[src/common/upmi_pkg.sv]
`default_nettype none
package upmi_pkg;
  localparam int unsigned CLK_HZ        = 100_000_000;
  localparam int unsigned RMII_REF_HZ   = 50_000_000;
  localparam int unsigned MII_FAST_HZ   = 25_000_000;
  localparam int unsigned MII_SLOW_HZ   = 2_500_000;
  localparam int unsigned RGMII_GIG_HZ  = 125_000_000;
  localparam logic [3:0]  RMII_SLOW_DIV = 4'h9;
  localparam logic [7:0]  CTRL_ADDR     = 8'h56;
  localparam logic [7:0]  PAD_ADDR      = 8'ha4;
  localparam logic [7:0]  CTRL_RST      = 8'h4b;
  localparam logic [7:0]  CTRL_WMASK    = 8'hdb;
  localparam logic [7:0]  PAD_RST       = 8'h00;
  localparam int          IF_SEL_LSB    = 0;
  localparam int          EGR_DLY_BIT   = 3;
  localparam int          ING_DLY_BIT   = 4;
  localparam int          SPEED_BIT     = 6;
  localparam int          RMII_CLK_BIT  = 7;
  localparam logic [7:0]  PREAMBLE_BYTE = 8'h55;
  localparam logic [7:0]  SFD_BYTE      = 8'hd5;
  localparam logic [2:0]  PRE_SFD_IDX   = 3'h6;
  localparam logic [2:0]  PRE_END_IDX   = 3'h7;
  localparam logic [1:0]  UNITS_DIBIT   = 2'h3;
  localparam logic [1:0]  UNITS_NIBBLE  = 2'h1;
  localparam logic [1:0]  STRAP_LOAD_AT = 2'h2;
  localparam int          PIN_W         = 15;

  typedef enum logic [1:0] {
    IF_MII   = 2'b00,
    IF_RMII  = 2'b01,
    IF_RSVD  = 2'b10,
    IF_RGMII = 2'b11
  } upmi_if_t;

  typedef enum logic [1:0] {E_IDLE, E_PRE, E_DATA} upmi_egr_t;

  // half period of a link clock in system clocks, never below one
  function automatic logic [4:0] upmi_half(input int unsigned hz);
    int unsigned h;
    h = CLK_HZ / (2 * hz);
    return (h < 1) ? 5'h01 : h[4:0];
  endfunction

  localparam logic [4:0] HALF_RMII     = upmi_half(RMII_REF_HZ);
  localparam logic [4:0] HALF_MII_FAST = upmi_half(MII_FAST_HZ);
  localparam logic [4:0] HALF_MII_SLOW = upmi_half(MII_SLOW_HZ);
  localparam logic [4:0] HALF_RGMII    = upmi_half(RGMII_GIG_HZ);
endpackage
`default_nettype wire

[src/logic/upmi_port.sv]
`timescale 1ns/1ps
`default_nettype none
// Contract
// - one shared pin group, one variant active
// - frames carry preamble, delimiter, headers, payload, CRC
// - MII runs at 10 or 100 Mbps
// - MII uses four-bit data and error lines
// - MII gives carrier and collision status
// - MII half and full duplex; collision half only
// - RMII 10/100 timed by one 50 MHz reference
// - RMII clock mode drives reference on rx clock
// - RMII uses two-bit data and CRS_DV
// - RGMII muxes control, uses both clock edges; both only at gigabit here
// - gigabit RGMII latches data on both edges
// - device drives RGMII rx clock, control, data
// - RGMII carries up to 1000 Mbps; gigabit clock only 50 MHz here
// - control bits 4 and 3 set clock delays
// - mode from strap or bits 1:0, 11 RGMII
// - bit 6 selects gigabit or 10/100 speed
// - bit 7 selects RMII clock mode
// - MII PHY side or MAC side by strap
// - nibble path at quarter bit rate, unencoded
module upmi_port (
  input  wire logic       clock,
  input  wire logic       rst,
  input  wire logic       reg_wr_en,
  input  wire logic       reg_rd_en,
  input  wire logic [7:0] reg_addr,
  input  wire logic [7:0] reg_wdata,
  output logic      [7:0] reg_rdata,
  output logic      [7:0] uplink_pad_drive,
  input  wire logic [1:0] interface_select_strap,
  input  wire logic       speed_select_strap,
  input  wire logic       clock_or_phy_mode_strap,
  input  wire logic       half_duplex,
  input  wire logic       uplink_tx_clock_in,
  output logic            uplink_tx_clock_out,
  output logic            uplink_tx_clock_oe,
  input  wire logic       uplink_tx_control_in,
  input  wire logic       uplink_tx_err_in,
  input  wire logic [3:0] uplink_tx_data_in,
  input  wire logic       uplink_rx_clock_in,
  output logic            uplink_rx_clock_out,
  output logic            uplink_rx_clock_oe,
  output logic            uplink_rx_control_out,
  output logic            uplink_rx_err_out,
  output logic      [3:0] uplink_rx_data_out,
  input  wire logic       collision_in,
  output logic            collision_out,
  output logic            collision_oe,
  input  wire logic       carrier_in,
  output logic            carrier_out,
  output logic            carrier_oe,
  output logic      [7:0] ing_data,
  output logic            ing_valid,
  output logic            ing_sof,
  output logic            ing_err,
  input  wire logic [7:0] egr_data,
  input  wire logic       egr_last,
  input  wire logic       egr_valid,
  output logic            egr_ready
);
  import upmi_pkg::*;

  logic [PIN_W-1:0] pin_s1_ff, pin_s2_ff;
  logic             txc_d_ff, rxc_d_ff;
  logic [1:0]       strap_cnt_ff;
  logic [7:0]       ctrl_ff, pad_ff, rdata_ff;
  logic             mii_phy_ff;
  logic [4:0]       div_cnt_ff, half;
  logic             div_clk_ff, dclk_d_ff;
  logic [3:0]       dec_cnt_ff;
  logic             txclk_ff, txoe_ff, rxclk_ff, rxoe_ff;
  logic             col_ff, crs_ff, stat_oe_ff;
  logic             ing_stb_d_ff, rise_d_ff, en_ff, in_frame_ff, err_acc_ff;
  logic [1:0]       ucnt_in_ff, ucnt_out_ff, upb;
  logic [7:0]       acc_ff, nxt_acc, ing_data_ff, byte_ff, sel;
  logic             ing_valid_ff, ing_sof_ff, ing_err_ff;
  upmi_egr_t        egr_state_ff;
  logic [2:0]       pre_cnt_ff;
  logic             last_ff, rx_ctl_ff, rx_err_ff;
  logic [3:0]       rx_dat_ff;
  logic             txc_s, rxc_s, tctl, terr, col_s, crs_s, hdx, strap_spd, strap_clk;
  logic [3:0]       tdat;
  logic [1:0]       strap_if;
  logic             strap_load, ctrl_wr, txin_rise, txin_fall, rxin_rise, tick, own_rise, own_fall;
  upmi_if_t         if_mode;
  logic             is_mii, is_rmii, is_rgmii, gbit, rmii_clk, dly_ing, dly_egr, ddr_mode;
  logic             rmii_tick, ing_stb, egr_stb, ing_take, take_rise, cur_en, cur_err;
  logic             byte_end, start_ok, fifo_pop, f_valid, f_last;
  logic [7:0]       f_data;

  // two-stage synchronisers for every pin and strap
  always_ff @(posedge clock or posedge rst) begin
    if (rst) begin
      pin_s1_ff <= '0;
      pin_s2_ff <= '0;
      txc_d_ff  <= 1'b0;
      rxc_d_ff  <= 1'b0;
    end else begin
      pin_s1_ff <= {uplink_tx_clock_in, uplink_rx_clock_in, uplink_tx_control_in, uplink_tx_err_in,
                    uplink_tx_data_in, collision_in, carrier_in, interface_select_strap,
                    speed_select_strap, clock_or_phy_mode_strap, half_duplex};
      pin_s2_ff <= pin_s1_ff;
      txc_d_ff  <= pin_s2_ff[14];
      rxc_d_ff  <= pin_s2_ff[13];
    end
  end

  assign {txc_s, rxc_s, tctl, terr, tdat, col_s, crs_s, strap_if, strap_spd, strap_clk, hdx} = pin_s2_ff;
  assign txin_rise = txc_s && !txc_d_ff;
  assign txin_fall = !txc_s && txc_d_ff;
  assign rxin_rise = rxc_s && !rxc_d_ff;

  // configuration registers
  assign strap_load = strap_cnt_ff == STRAP_LOAD_AT;
  assign ctrl_wr    = reg_wr_en && (reg_addr == CTRL_ADDR);

  always_ff @(posedge clock or posedge rst) begin
    if (rst) begin
      strap_cnt_ff <= '0;
      ctrl_ff      <= CTRL_RST;
      mii_phy_ff   <= 1'b0;
    end else begin
      if (strap_cnt_ff != 2'h3) begin
        strap_cnt_ff <= strap_cnt_ff + 2'h1;
      end
      if (strap_load) begin
        mii_phy_ff <= strap_clk;
      end
      if (ctrl_wr) begin
        ctrl_ff <= reg_wdata & CTRL_WMASK;
      end else if (strap_load) begin
        ctrl_ff <= {strap_clk, strap_spd, ctrl_ff[5:2], strap_if};
      end
    end
  end

  always_ff @(posedge clock or posedge rst) begin
    if (rst) begin
      pad_ff   <= PAD_RST;
      rdata_ff <= '0;
    end else begin
      if (reg_wr_en && (reg_addr == PAD_ADDR)) begin
        pad_ff <= reg_wdata;
      end
      if (reg_rd_en) begin
        rdata_ff <= (reg_addr == CTRL_ADDR) ? ctrl_ff : (reg_addr == PAD_ADDR) ? pad_ff : 8'h00;
      end
    end
  end

  assign reg_rdata        = rdata_ff;
  assign uplink_pad_drive = pad_ff;

  assign if_mode  = upmi_if_t'(ctrl_ff[IF_SEL_LSB +: 2]);
  assign is_mii   = if_mode == IF_MII;
  assign is_rmii  = if_mode == IF_RMII;
  assign is_rgmii = if_mode == IF_RGMII;
  assign gbit     = ctrl_ff[SPEED_BIT];
  assign rmii_clk = ctrl_ff[RMII_CLK_BIT];
  assign dly_ing  = ctrl_ff[ING_DLY_BIT];
  assign dly_egr  = ctrl_ff[EGR_DLY_BIT];
  assign ddr_mode = is_rgmii && gbit;
  assign upb      = is_rmii ? UNITS_DIBIT : UNITS_NIBBLE;

  // own link clock divider
  always_comb begin
    if (is_rmii) begin
      half = HALF_RMII;
    end else if (ddr_mode) begin
      half = HALF_RGMII;
    end else begin
      half = gbit ? HALF_MII_FAST : HALF_MII_SLOW;
    end
  end

  assign tick     = div_cnt_ff >= half - 5'h01;
  assign own_rise = tick && !div_clk_ff;
  assign own_fall = tick && div_clk_ff;

  always_ff @(posedge clock or posedge rst) begin
    if (rst) begin
      div_cnt_ff <= '0;
      div_clk_ff <= 1'b0;
      dec_cnt_ff <= '0;
    end else begin
      div_cnt_ff <= tick ? 5'h00 : div_cnt_ff + 5'h01;
      if (tick) begin
        div_clk_ff <= !div_clk_ff;
      end
      if (rmii_tick || (is_rmii && !gbit && (rmii_clk ? own_rise : txin_rise))) begin
        dec_cnt_ff <= (dec_cnt_ff == RMII_SLOW_DIV) ? 4'h0 : dec_cnt_ff + 4'h1;
      end
    end
  end

  // one reference edge in ten carries data at 10 mbps
  assign rmii_tick = (rmii_clk ? own_rise : txin_rise) && (gbit || dec_cnt_ff == 4'h0);

  always_comb begin
    ing_stb = 1'b0;
    egr_stb = 1'b0;
    unique case (if_mode)
      IF_RGMII: begin
        ing_stb = gbit ? (txin_rise || txin_fall) : txin_rise;
        egr_stb = gbit ? (own_rise || own_fall) : own_rise;
      end
      IF_RMII: begin
        ing_stb = rmii_tick;
        egr_stb = rmii_tick;
      end
      IF_MII: begin
        ing_stb = mii_phy_ff ? own_rise : txin_rise;
        egr_stb = mii_phy_ff ? own_rise : rxin_rise;
      end
      IF_RSVD: begin
      end
    endcase
  end

  // ingress capture with optional clock delay
  assign ing_take  = (is_rgmii && dly_ing) ? ing_stb_d_ff : ing_stb;
  assign take_rise = (is_rgmii && dly_ing) ? rise_d_ff : txin_rise;

  always_comb begin
    cur_en  = tctl;
    cur_err = 1'b0;
    nxt_acc = is_rmii ? {tdat[1:0], acc_ff[7:2]} : {tdat, acc_ff[7:4]};
    if (ddr_mode) begin
      cur_en  = take_rise ? tctl : en_ff;
      cur_err = !take_rise && (tctl ^ en_ff);
    end else if (is_mii) begin
      cur_err = terr;
    end
  end

  always_ff @(posedge clock or posedge rst) begin
    if (rst) begin
      ing_stb_d_ff <= 1'b0;
      rise_d_ff    <= 1'b0;
      en_ff        <= 1'b0;
      in_frame_ff  <= 1'b0;
      err_acc_ff   <= 1'b0;
      ucnt_in_ff   <= '0;
      acc_ff       <= '0;
      ing_data_ff  <= '0;
      ing_valid_ff <= 1'b0;
      ing_sof_ff   <= 1'b0;
      ing_err_ff   <= 1'b0;
    end else begin
      ing_stb_d_ff <= ing_stb;
      rise_d_ff    <= txin_rise;
      ing_valid_ff <= 1'b0;
      if (ing_take) begin
        if (take_rise || !ddr_mode) begin
          en_ff <= tctl;
        end
        if (cur_en) begin
          acc_ff     <= nxt_acc;
          err_acc_ff <= err_acc_ff || cur_err;
          if (ucnt_in_ff == upb) begin
            ucnt_in_ff   <= '0;
            ing_valid_ff <= 1'b1;
            ing_data_ff  <= nxt_acc;
            ing_err_ff   <= err_acc_ff || cur_err;
            ing_sof_ff   <= !in_frame_ff;
            in_frame_ff  <= 1'b1;
            err_acc_ff   <= 1'b0;
          end else begin
            ucnt_in_ff <= ucnt_in_ff + 2'h1;
          end
        end else begin
          ucnt_in_ff  <= '0;
          in_frame_ff <= 1'b0;
          err_acc_ff  <= 1'b0;
        end
      end
    end
  end

  assign ing_data  = ing_data_ff;
  assign ing_valid = ing_valid_ff;
  assign ing_sof   = ing_sof_ff;
  assign ing_err   = ing_err_ff;

  upmi_fifo #(
    .WIDTH(9),
    .DEPTH(2)
  ) u_egr_buf (
    .clock    (clock),
    .rst      (rst),
    .in_data  ({egr_last, egr_data}),
    .in_valid (egr_valid),
    .in_ready (egr_ready),
    .out_data ({f_last, f_data}),
    .out_valid(f_valid),
    .out_ready(fifo_pop)
  );

  // egress: preamble and delimiter, then buffered bytes
  assign byte_end = ucnt_out_ff == upb;
  assign start_ok = f_valid && !(is_mii && !mii_phy_ff && hdx && crs_s) && (!ddr_mode || own_rise);
  assign fifo_pop = egr_stb && byte_end && f_valid &&
                    (((egr_state_ff == E_PRE) && (pre_cnt_ff == PRE_END_IDX)) ||
                     ((egr_state_ff == E_DATA) && !last_ff));
  assign sel      = is_rmii ? byte_ff >> {ucnt_out_ff, 1'b0} : byte_ff >> {ucnt_out_ff[0], 2'b00};

  always_ff @(posedge clock or posedge rst) begin
    if (rst) begin
      egr_state_ff <= E_IDLE;
      pre_cnt_ff   <= '0;
      ucnt_out_ff  <= '0;
      byte_ff      <= '0;
      last_ff      <= 1'b0;
      rx_ctl_ff    <= 1'b0;
      rx_err_ff    <= 1'b0;
      rx_dat_ff    <= '0;
    end else if (if_mode == IF_RSVD) begin
      egr_state_ff <= E_IDLE;
      rx_ctl_ff    <= 1'b0;
      rx_err_ff    <= 1'b0;
      rx_dat_ff    <= '0;
    end else if (egr_stb) begin
      unique case (egr_state_ff)
        E_IDLE: begin
          rx_ctl_ff <= 1'b0;
          rx_err_ff <= 1'b0;
          rx_dat_ff <= '0;
          if (start_ok) begin
            egr_state_ff <= E_PRE;
            byte_ff      <= PREAMBLE_BYTE;
            pre_cnt_ff   <= '0;
            ucnt_out_ff  <= '0;
          end
        end
        E_PRE, E_DATA: begin
          rx_ctl_ff <= 1'b1;
          rx_err_ff <= 1'b0;
          rx_dat_ff <= is_rmii ? {2'b00, sel[1:0]} : sel[3:0];
          ucnt_out_ff <= byte_end ? 2'h0 : ucnt_out_ff + 2'h1;
          if (byte_end && egr_state_ff == E_PRE) begin
            pre_cnt_ff <= pre_cnt_ff + 3'h1;
            if (pre_cnt_ff == PRE_END_IDX) begin
              egr_state_ff <= E_DATA;
              byte_ff      <= f_data;
              last_ff      <= f_last;
            end else begin
              byte_ff <= (pre_cnt_ff == PRE_SFD_IDX) ? SFD_BYTE : PREAMBLE_BYTE;
            end
          end else if (byte_end) begin
            if (last_ff) begin
              egr_state_ff <= E_IDLE;
            end else if (f_valid) begin
              byte_ff <= f_data;
              last_ff <= f_last;
            end else begin
              rx_err_ff    <= 1'b1;
              egr_state_ff <= E_IDLE;
            end
          end
        end
        default: egr_state_ff <= E_IDLE;
      endcase
    end
  end

  assign uplink_rx_control_out = rx_ctl_ff;
  assign uplink_rx_err_out     = rx_err_ff;
  assign uplink_rx_data_out    = rx_dat_ff;

  // clock and media status pins
  always_ff @(posedge clock or posedge rst) begin
    if (rst) begin
      dclk_d_ff  <= 1'b0;
      txclk_ff   <= 1'b0;
      txoe_ff    <= 1'b0;
      rxclk_ff   <= 1'b0;
      rxoe_ff    <= 1'b0;
      col_ff     <= 1'b0;
      crs_ff     <= 1'b0;
      stat_oe_ff <= 1'b0;
    end else begin
      dclk_d_ff  <= div_clk_ff;
      txclk_ff   <= div_clk_ff;
      txoe_ff    <= is_mii && mii_phy_ff;
      rxclk_ff   <= (is_rgmii && dly_egr) ? dclk_d_ff : div_clk_ff;
      rxoe_ff    <= is_rgmii || (is_rmii && rmii_clk) || (is_mii && mii_phy_ff);
      crs_ff     <= is_mii && mii_phy_ff && (en_ff || rx_ctl_ff);
      col_ff     <= is_mii && mii_phy_ff && hdx && en_ff && rx_ctl_ff;
      stat_oe_ff <= is_mii && mii_phy_ff;
    end
  end

  assign uplink_tx_clock_out = txclk_ff;
  assign uplink_tx_clock_oe  = txoe_ff;
  assign uplink_rx_clock_out = rxclk_ff;
  assign uplink_rx_clock_oe  = rxoe_ff;
  assign collision_out       = col_ff;
  assign collision_oe        = stat_oe_ff;
  assign carrier_out         = crs_ff;
  assign carrier_oe          = stat_oe_ff;
endmodule
`default_nettype wire

[src/logic/upmi_fifo.sv]
`timescale 1ns/1ps
`default_nettype none
module upmi_fifo #(
  parameter int WIDTH = 9,
  parameter int DEPTH = 2
) (
  input  wire logic             clock,
  input  wire logic             rst,
  input  wire logic [WIDTH-1:0] in_data,
  input  wire logic             in_valid,
  output logic                  in_ready,
  output logic [WIDTH-1:0]      out_data,
  output logic                  out_valid,
  input  wire logic             out_ready
);
  localparam int AW = (DEPTH > 1) ? $clog2(DEPTH) : 1;
  localparam int CW = $clog2(DEPTH + 1);

  logic [WIDTH-1:0] mem_ff [DEPTH];
  logic [AW-1:0]    wr_ptr_ff;
  logic [AW-1:0]    rd_ptr_ff;
  logic [CW-1:0]    count_ff;
  logic [CW-1:0]    nxt_count;
  logic             ready_ff;
  logic             valid_ff;
  logic             push;
  logic             pop;

  assign push      = in_valid && ready_ff;
  assign pop       = out_ready && valid_ff;
  assign in_ready  = ready_ff;
  assign out_valid = valid_ff;
  assign out_data  = mem_ff[rd_ptr_ff];

  always_comb begin
    nxt_count = count_ff;
    if (push && !pop) begin
      nxt_count = count_ff + CW'(1);
    end else if (pop && !push) begin
      nxt_count = count_ff - CW'(1);
    end
  end

  // ready and valid are registered so both faces come from flops
  always_ff @(posedge clock or posedge rst) begin
    if (rst) begin
      count_ff  <= '0;
      ready_ff  <= 1'b1;
      valid_ff  <= 1'b0;
      wr_ptr_ff <= '0;
      rd_ptr_ff <= '0;
    end else begin
      count_ff <= nxt_count;
      ready_ff <= nxt_count != CW'(DEPTH);
      valid_ff <= nxt_count != '0;
      if (push) begin
        wr_ptr_ff <= (wr_ptr_ff == AW'(DEPTH - 1)) ? '0 : wr_ptr_ff + AW'(1);
      end
      if (pop) begin
        rd_ptr_ff <= (rd_ptr_ff == AW'(DEPTH - 1)) ? '0 : rd_ptr_ff + AW'(1);
      end
    end
  end

  always_ff @(posedge clock) begin
    if (push) begin
      mem_ff[wr_ptr_ff] <= in_data;
    end
  end
endmodule
`default_nettype wire

[config.mk]
export PLATFORM = sky130hd
export DESIGN_NAME = upmi_port
export DESIGN_NICKNAME = d
export VERILOG_FILES = /design/src/common/upmi_pkg.sv /design/src/logic/upmi_port.sv /design/src/logic/upmi_fifo.sv
export SDC_FILE = /design/constraint.sdc
export NUM_CORES = 1
export LEC_CHECK = 0
export ABC_AREA = 1
export ABC_CLOCK_PERIOD_IN_PS = 5700
export BUFFER_PORTS_ARGS = -buffer_cell sky130_fd_sc_hd__buf_2
export CORE_MARGIN = 3
export CORE_UTILIZATION = 35
export CTS_CLUSTER_SIZE = 20
export DETAILED_ROUTE_END_ITERATION = 6
export GPL_TIMING_DRIVEN = 0
export PLACE_DENSITY_LB_ADDON = 0.25
export RECOVER_POWER = 25
export SYNTH_ARGS = -nofsm -noshare
export SYNTH_HDL_FRONTEND = slang
export SYNTH_SLANG_ARGS = --single-unit
[constraint.sdc]
create_clock -name clock -period 5.7 [get_ports clock]
set_input_delay 1.14 -clock clock [delete_from_list [all_inputs] [get_ports clock]]
set_output_delay 1.14 -clock clock [all_outputs]
set_load 0.05 [all_outputs]
==> results.sh <==
export IMPL_outcome="finished, final reports clean"
export IMPL_slew_viol_final=0
export IMPL_async_flop_share_pct=87.2
export IMPL_whs_ps=346
export IMPL_grt_pass1_wl_um=22500
export IMPL_start_kind="register"
export IMPL_ios=87
export IMPL_syn_inst=635
export IMPL_grt_usage_pct=14.4
export IMPL_die_area_mm2=0.0192
export IMPL_relSlewSlack_pct=3.75
export IMPL_dr_first_iter_drc_count=316
export IMPL_combPwrFrac_pct=30.1
export IMPL_antenna_found_initial=0
export IMPL_cts_resized=0
export IMPL_period_share_pct=63.4
export IMPL_grt_pass1_vias=4720
export IMPL_power_mw=3.59
export IMPL_drtAntennaViolNets=0
export IMPL_switchingPower_mw=1.31
export IMPL_synth_edff_count=18
export IMPL_std_cell_rows=47
export IMPL_synth_warning_count=0
export IMPL_post_route_util_pct=44.2
export IMPL_ys_ff_latch=141
export IMPL_fp_dieW_um=138
export IMPL_drc=0
export IMPL_root_buffer="clkbuf_16"
export IMPL_clk_latency_ps=420
export IMPL_p_int_mw=2.28
export IMPL_grt_met3_usage_pct=3.87
export IMPL_synth_top_family_by_area="simple AND/OR/NAND/NOR gates"
export IMPL_die_h_um=138
export IMPL_cp_end_kind="register"
export IMPL_portBuffers=84
export IMPL_synth_most_common_cell="nand2_1"
export IMPL_ys_flop_type="dfrtp_1"
export IMPL_hold_path_class="reg2reg"
export IMPL_yosys_area_share_adder_pct=3.26
export IMPL_fill_cells=1618
export IMPL_hold_viol=0
export IMPL_met1_usage_pct=17.8
export IMPL_syn_to_final_growth_pct=21.5
export IMPL_grt_setup_unrepaired="false"
export IMPL_arrival_ps=3910
export IMPL_p_leak_nw=3.68
export IMPL_setup_tns_ps=0
export IMPL_power_frac_seq_pct=39.0
export IMPL_ys_types=46
export IMPL_finalWeightedCongestion=0.847
export IMPL_synthMuxAreaShare_pct=1.06
export IMPL_placed_area_mm2=0.00687
export IMPL_wl_per_cell_um=13.4
export IMPL_irDropWorstVdd_mv=0.248
export IMPL_p_per_area_mw_per_mm2=481
export IMPL_synth_top_area_share_pct=48.1
export IMPL_initial_core_util_pct=36.4
export IMPL_cts_tree="built"
export IMPL_drive_gt1_share_pct=21.1
export IMPL_drt_wl_total_um=13000
export IMPL_grt_max_degree=94
export IMPL_cts_sinks=141
export IMPL_synth_simple_area_share_pct=20.2
export IMPL_synth_compound_area_share_pct=9.17
export IMPL_core_mm2=0.0169
export IMPL_numCtsBuffers=17
export IMPL_gr_total_overflow=0
export IMPL_cts_hold_buffers=0
export IMPL_vias=4547
export IMPL_timing_clock_skew_ps=12.4
export IMPL_synth_top_area_cell="dfrtp_1"
export IMPL_path_max_fanout=10
export IMPL_viasPerCell=4.68
export IMPL_n_antenna_cell=0
export IMPL_required_ps=6000
export IMPL_final_cell_area_mm2=0.00746
export IMPL_ys_seq_area_share_pct=59.0
export IMPL_cts_max_path_buffers=2
export IMPL_avgSynthCellArea_um2=9.67
export IMPL_synthTopCellsByCount="153 x nand2_1, 118 x dfrtp_1, 63 x inv_1, 42 x nor2_1, 42 x o21ai_0"
export IMPL_dr_pass1_iters=5
export IMPL_critical_path_class="reg2reg"
export IMPL_synth_xor_area_share_pct=1.28
export IMPL_clk_pin_slew_ps=60
export IMPL_period_needed_ps=3610
export IMPL_htreeDepth=4
export IMPL_switching_share_pct=36.5
export IMPL_top_usage_layer="met2"
export IMPL_cap_viol_max_count=0
export IMPL_synth_area_top_cells="dfrtp_1 48%, nand2_1 9.4%, edfxtp_1 8.8%"
export IMPL_fin_nets=801
export IMPL_synth_area_mm2=0.00614
export IMPL_max_freq_mhz=277
export IMPL_clockPowerShare_pct=30.9
export IMPL_dpl_hpwl_um=9580
export IMPL_setup_viol=0
export IMPL_postCtsSetupRepairBufs=0
export IMPL_use_met2_pct=23.7
export IMPL_tightest_slew_ps=1440
[power by group through the flow]
| stage | clock network, mW | logic (mW) | registers, mW |
|---|---|---|---|
| 6_report | 1.11 | 1.08 | 1.40 |
| 5_1_grt | 1.19 | 1.22 | 1.44 |
| 3_5_place_dp | 0 | 1.09 | 1.42 |
| 4_1_cts | 1.14 | 1.09 | 1.40 |
| 2_1_floorplan | 0 | 0.614 | 1.62 |
| 3_3_place_gp | 0 | 1.06 | 1.41 |
[sequential cells by signal (all words and copies together), names as in the netlist, 2 cells and up]
register and count:
uplink_rx_data_out 4, byte_ff 8, acc_ff 6, strap_cnt_ff 2, ucnt_out_ff 2, div_cnt_ff 5
pin_s1_ff 14, pre_cnt_ff 3, reg_rdata 8, ucnt_in_ff 2, ctrl_ff 6, pin_s2_ff 14
egr_state_ff 2, u_egr_buf.mem_ff 18, u_egr_buf.count_ff 2, uplink_pad_drive 8, ing_data 8, dec_cnt_ff 4
[worst paths after layout]
path / cells after the start / startpoint / slack (ps) / end
worst max-delay path: 15 / ctrl_ff[1] / 2090 / uplink_rx_err_out
worst min-delay path: 0 / pin_s1_ff[9] / 350 / pin_s2_ff[9]
worst max register to register: 15 / ctrl_ff[1] / 2090 / uplink_rx_err_out
worst min register to register: 0 / pin_s1_ff[9] / 350 / pin_s2_ff[9]
max in group asynchronous: 3 / rst / 3640 / div_cnt_ff[0]
min in group asynchronous: 2 / rst / 1040 / pin_s1_ff[5]
[metrics by stage]
step           instances  setup slack [ps]
2_1_floorplan        636              1300
3_3_place_gp         940             -97.9
3_5_place_dp         941              2070
4_1_cts              972              2050
5_1_grt              972              1790
6_report             972              2090
[layer usage]
layer,part of all wire [%],routed length (um)
met5,0,0
met4,2.1,271
met3,3.7,478
met2,50,6440
met1,45,5810
[kinds of logic (layout without fill, tap and decap cells)]
family | count (synthesis) | in the layout
flops | 141 | 141
compound gates | 93 | 93
simple gates | 279 | 279
fa+ha+maj | 16 | 16
buf+inv | 90 | 206
mux | 6 | 6
xor+xnor | 9 | 9
other cells | 1 | 2
[cells in the final DEF, fill, tap and decap left out, types with 5 or more instances in the layout]
master     Yosys  final
a21oi_1       15     15
a221oi_1       6      6
buf_2          3     79
clkbuf_1       7     15
clkbuf_16      0     18
dfrtp_1      118    118
dfstp_2        5      5
edfxtp_1      18     18
ha_1          16     16
inv_1         63     62
inv_2          8      8
nand2_1      153    153
nand2_2        5      5
nand3_1       30     30
nand4_1       21     21
nor2_1        42     42
nor3_1         7      7
o21ai_0       42     42
o21ai_1       10     10
xor2_1         6      6
[critical path, stage by stage (launching register included)]
cell and delay, ps:
dfstp_2 590, inv_2 70, nand2_2 160, clkbuf_1 520, nand2_1 200, ha_1 340, a21oi_1 170, nand3_2 190
nand2_1 170, nand2_1 90, nand2_1 80, nand3_2 200, o21ai_0 330, nand2_1 210, nor2_1 130, a21oi_1 50
[final cells by class]
| cell class | count | area [um2] | share of cell area (%) |
|---|---|---|---|
| sequential | 141 | 3620 | 48.6 |
| multi-input combinational | 405 | 2160 | 28.9 |
| clock buffer | 22 | 495 | 6.64 |
| timing repair buffer | 85 | 438 | 5.87 |
| tap | 220 | 275 | 3.69 |
| inverter | 72 | 272 | 3.64 |
| clock inverter | 9 | 108 | 1.44 |
| buffer | 18 | 93.8 | 1.26 |
No activity file was read; power rests on OpenSTA's default activity.
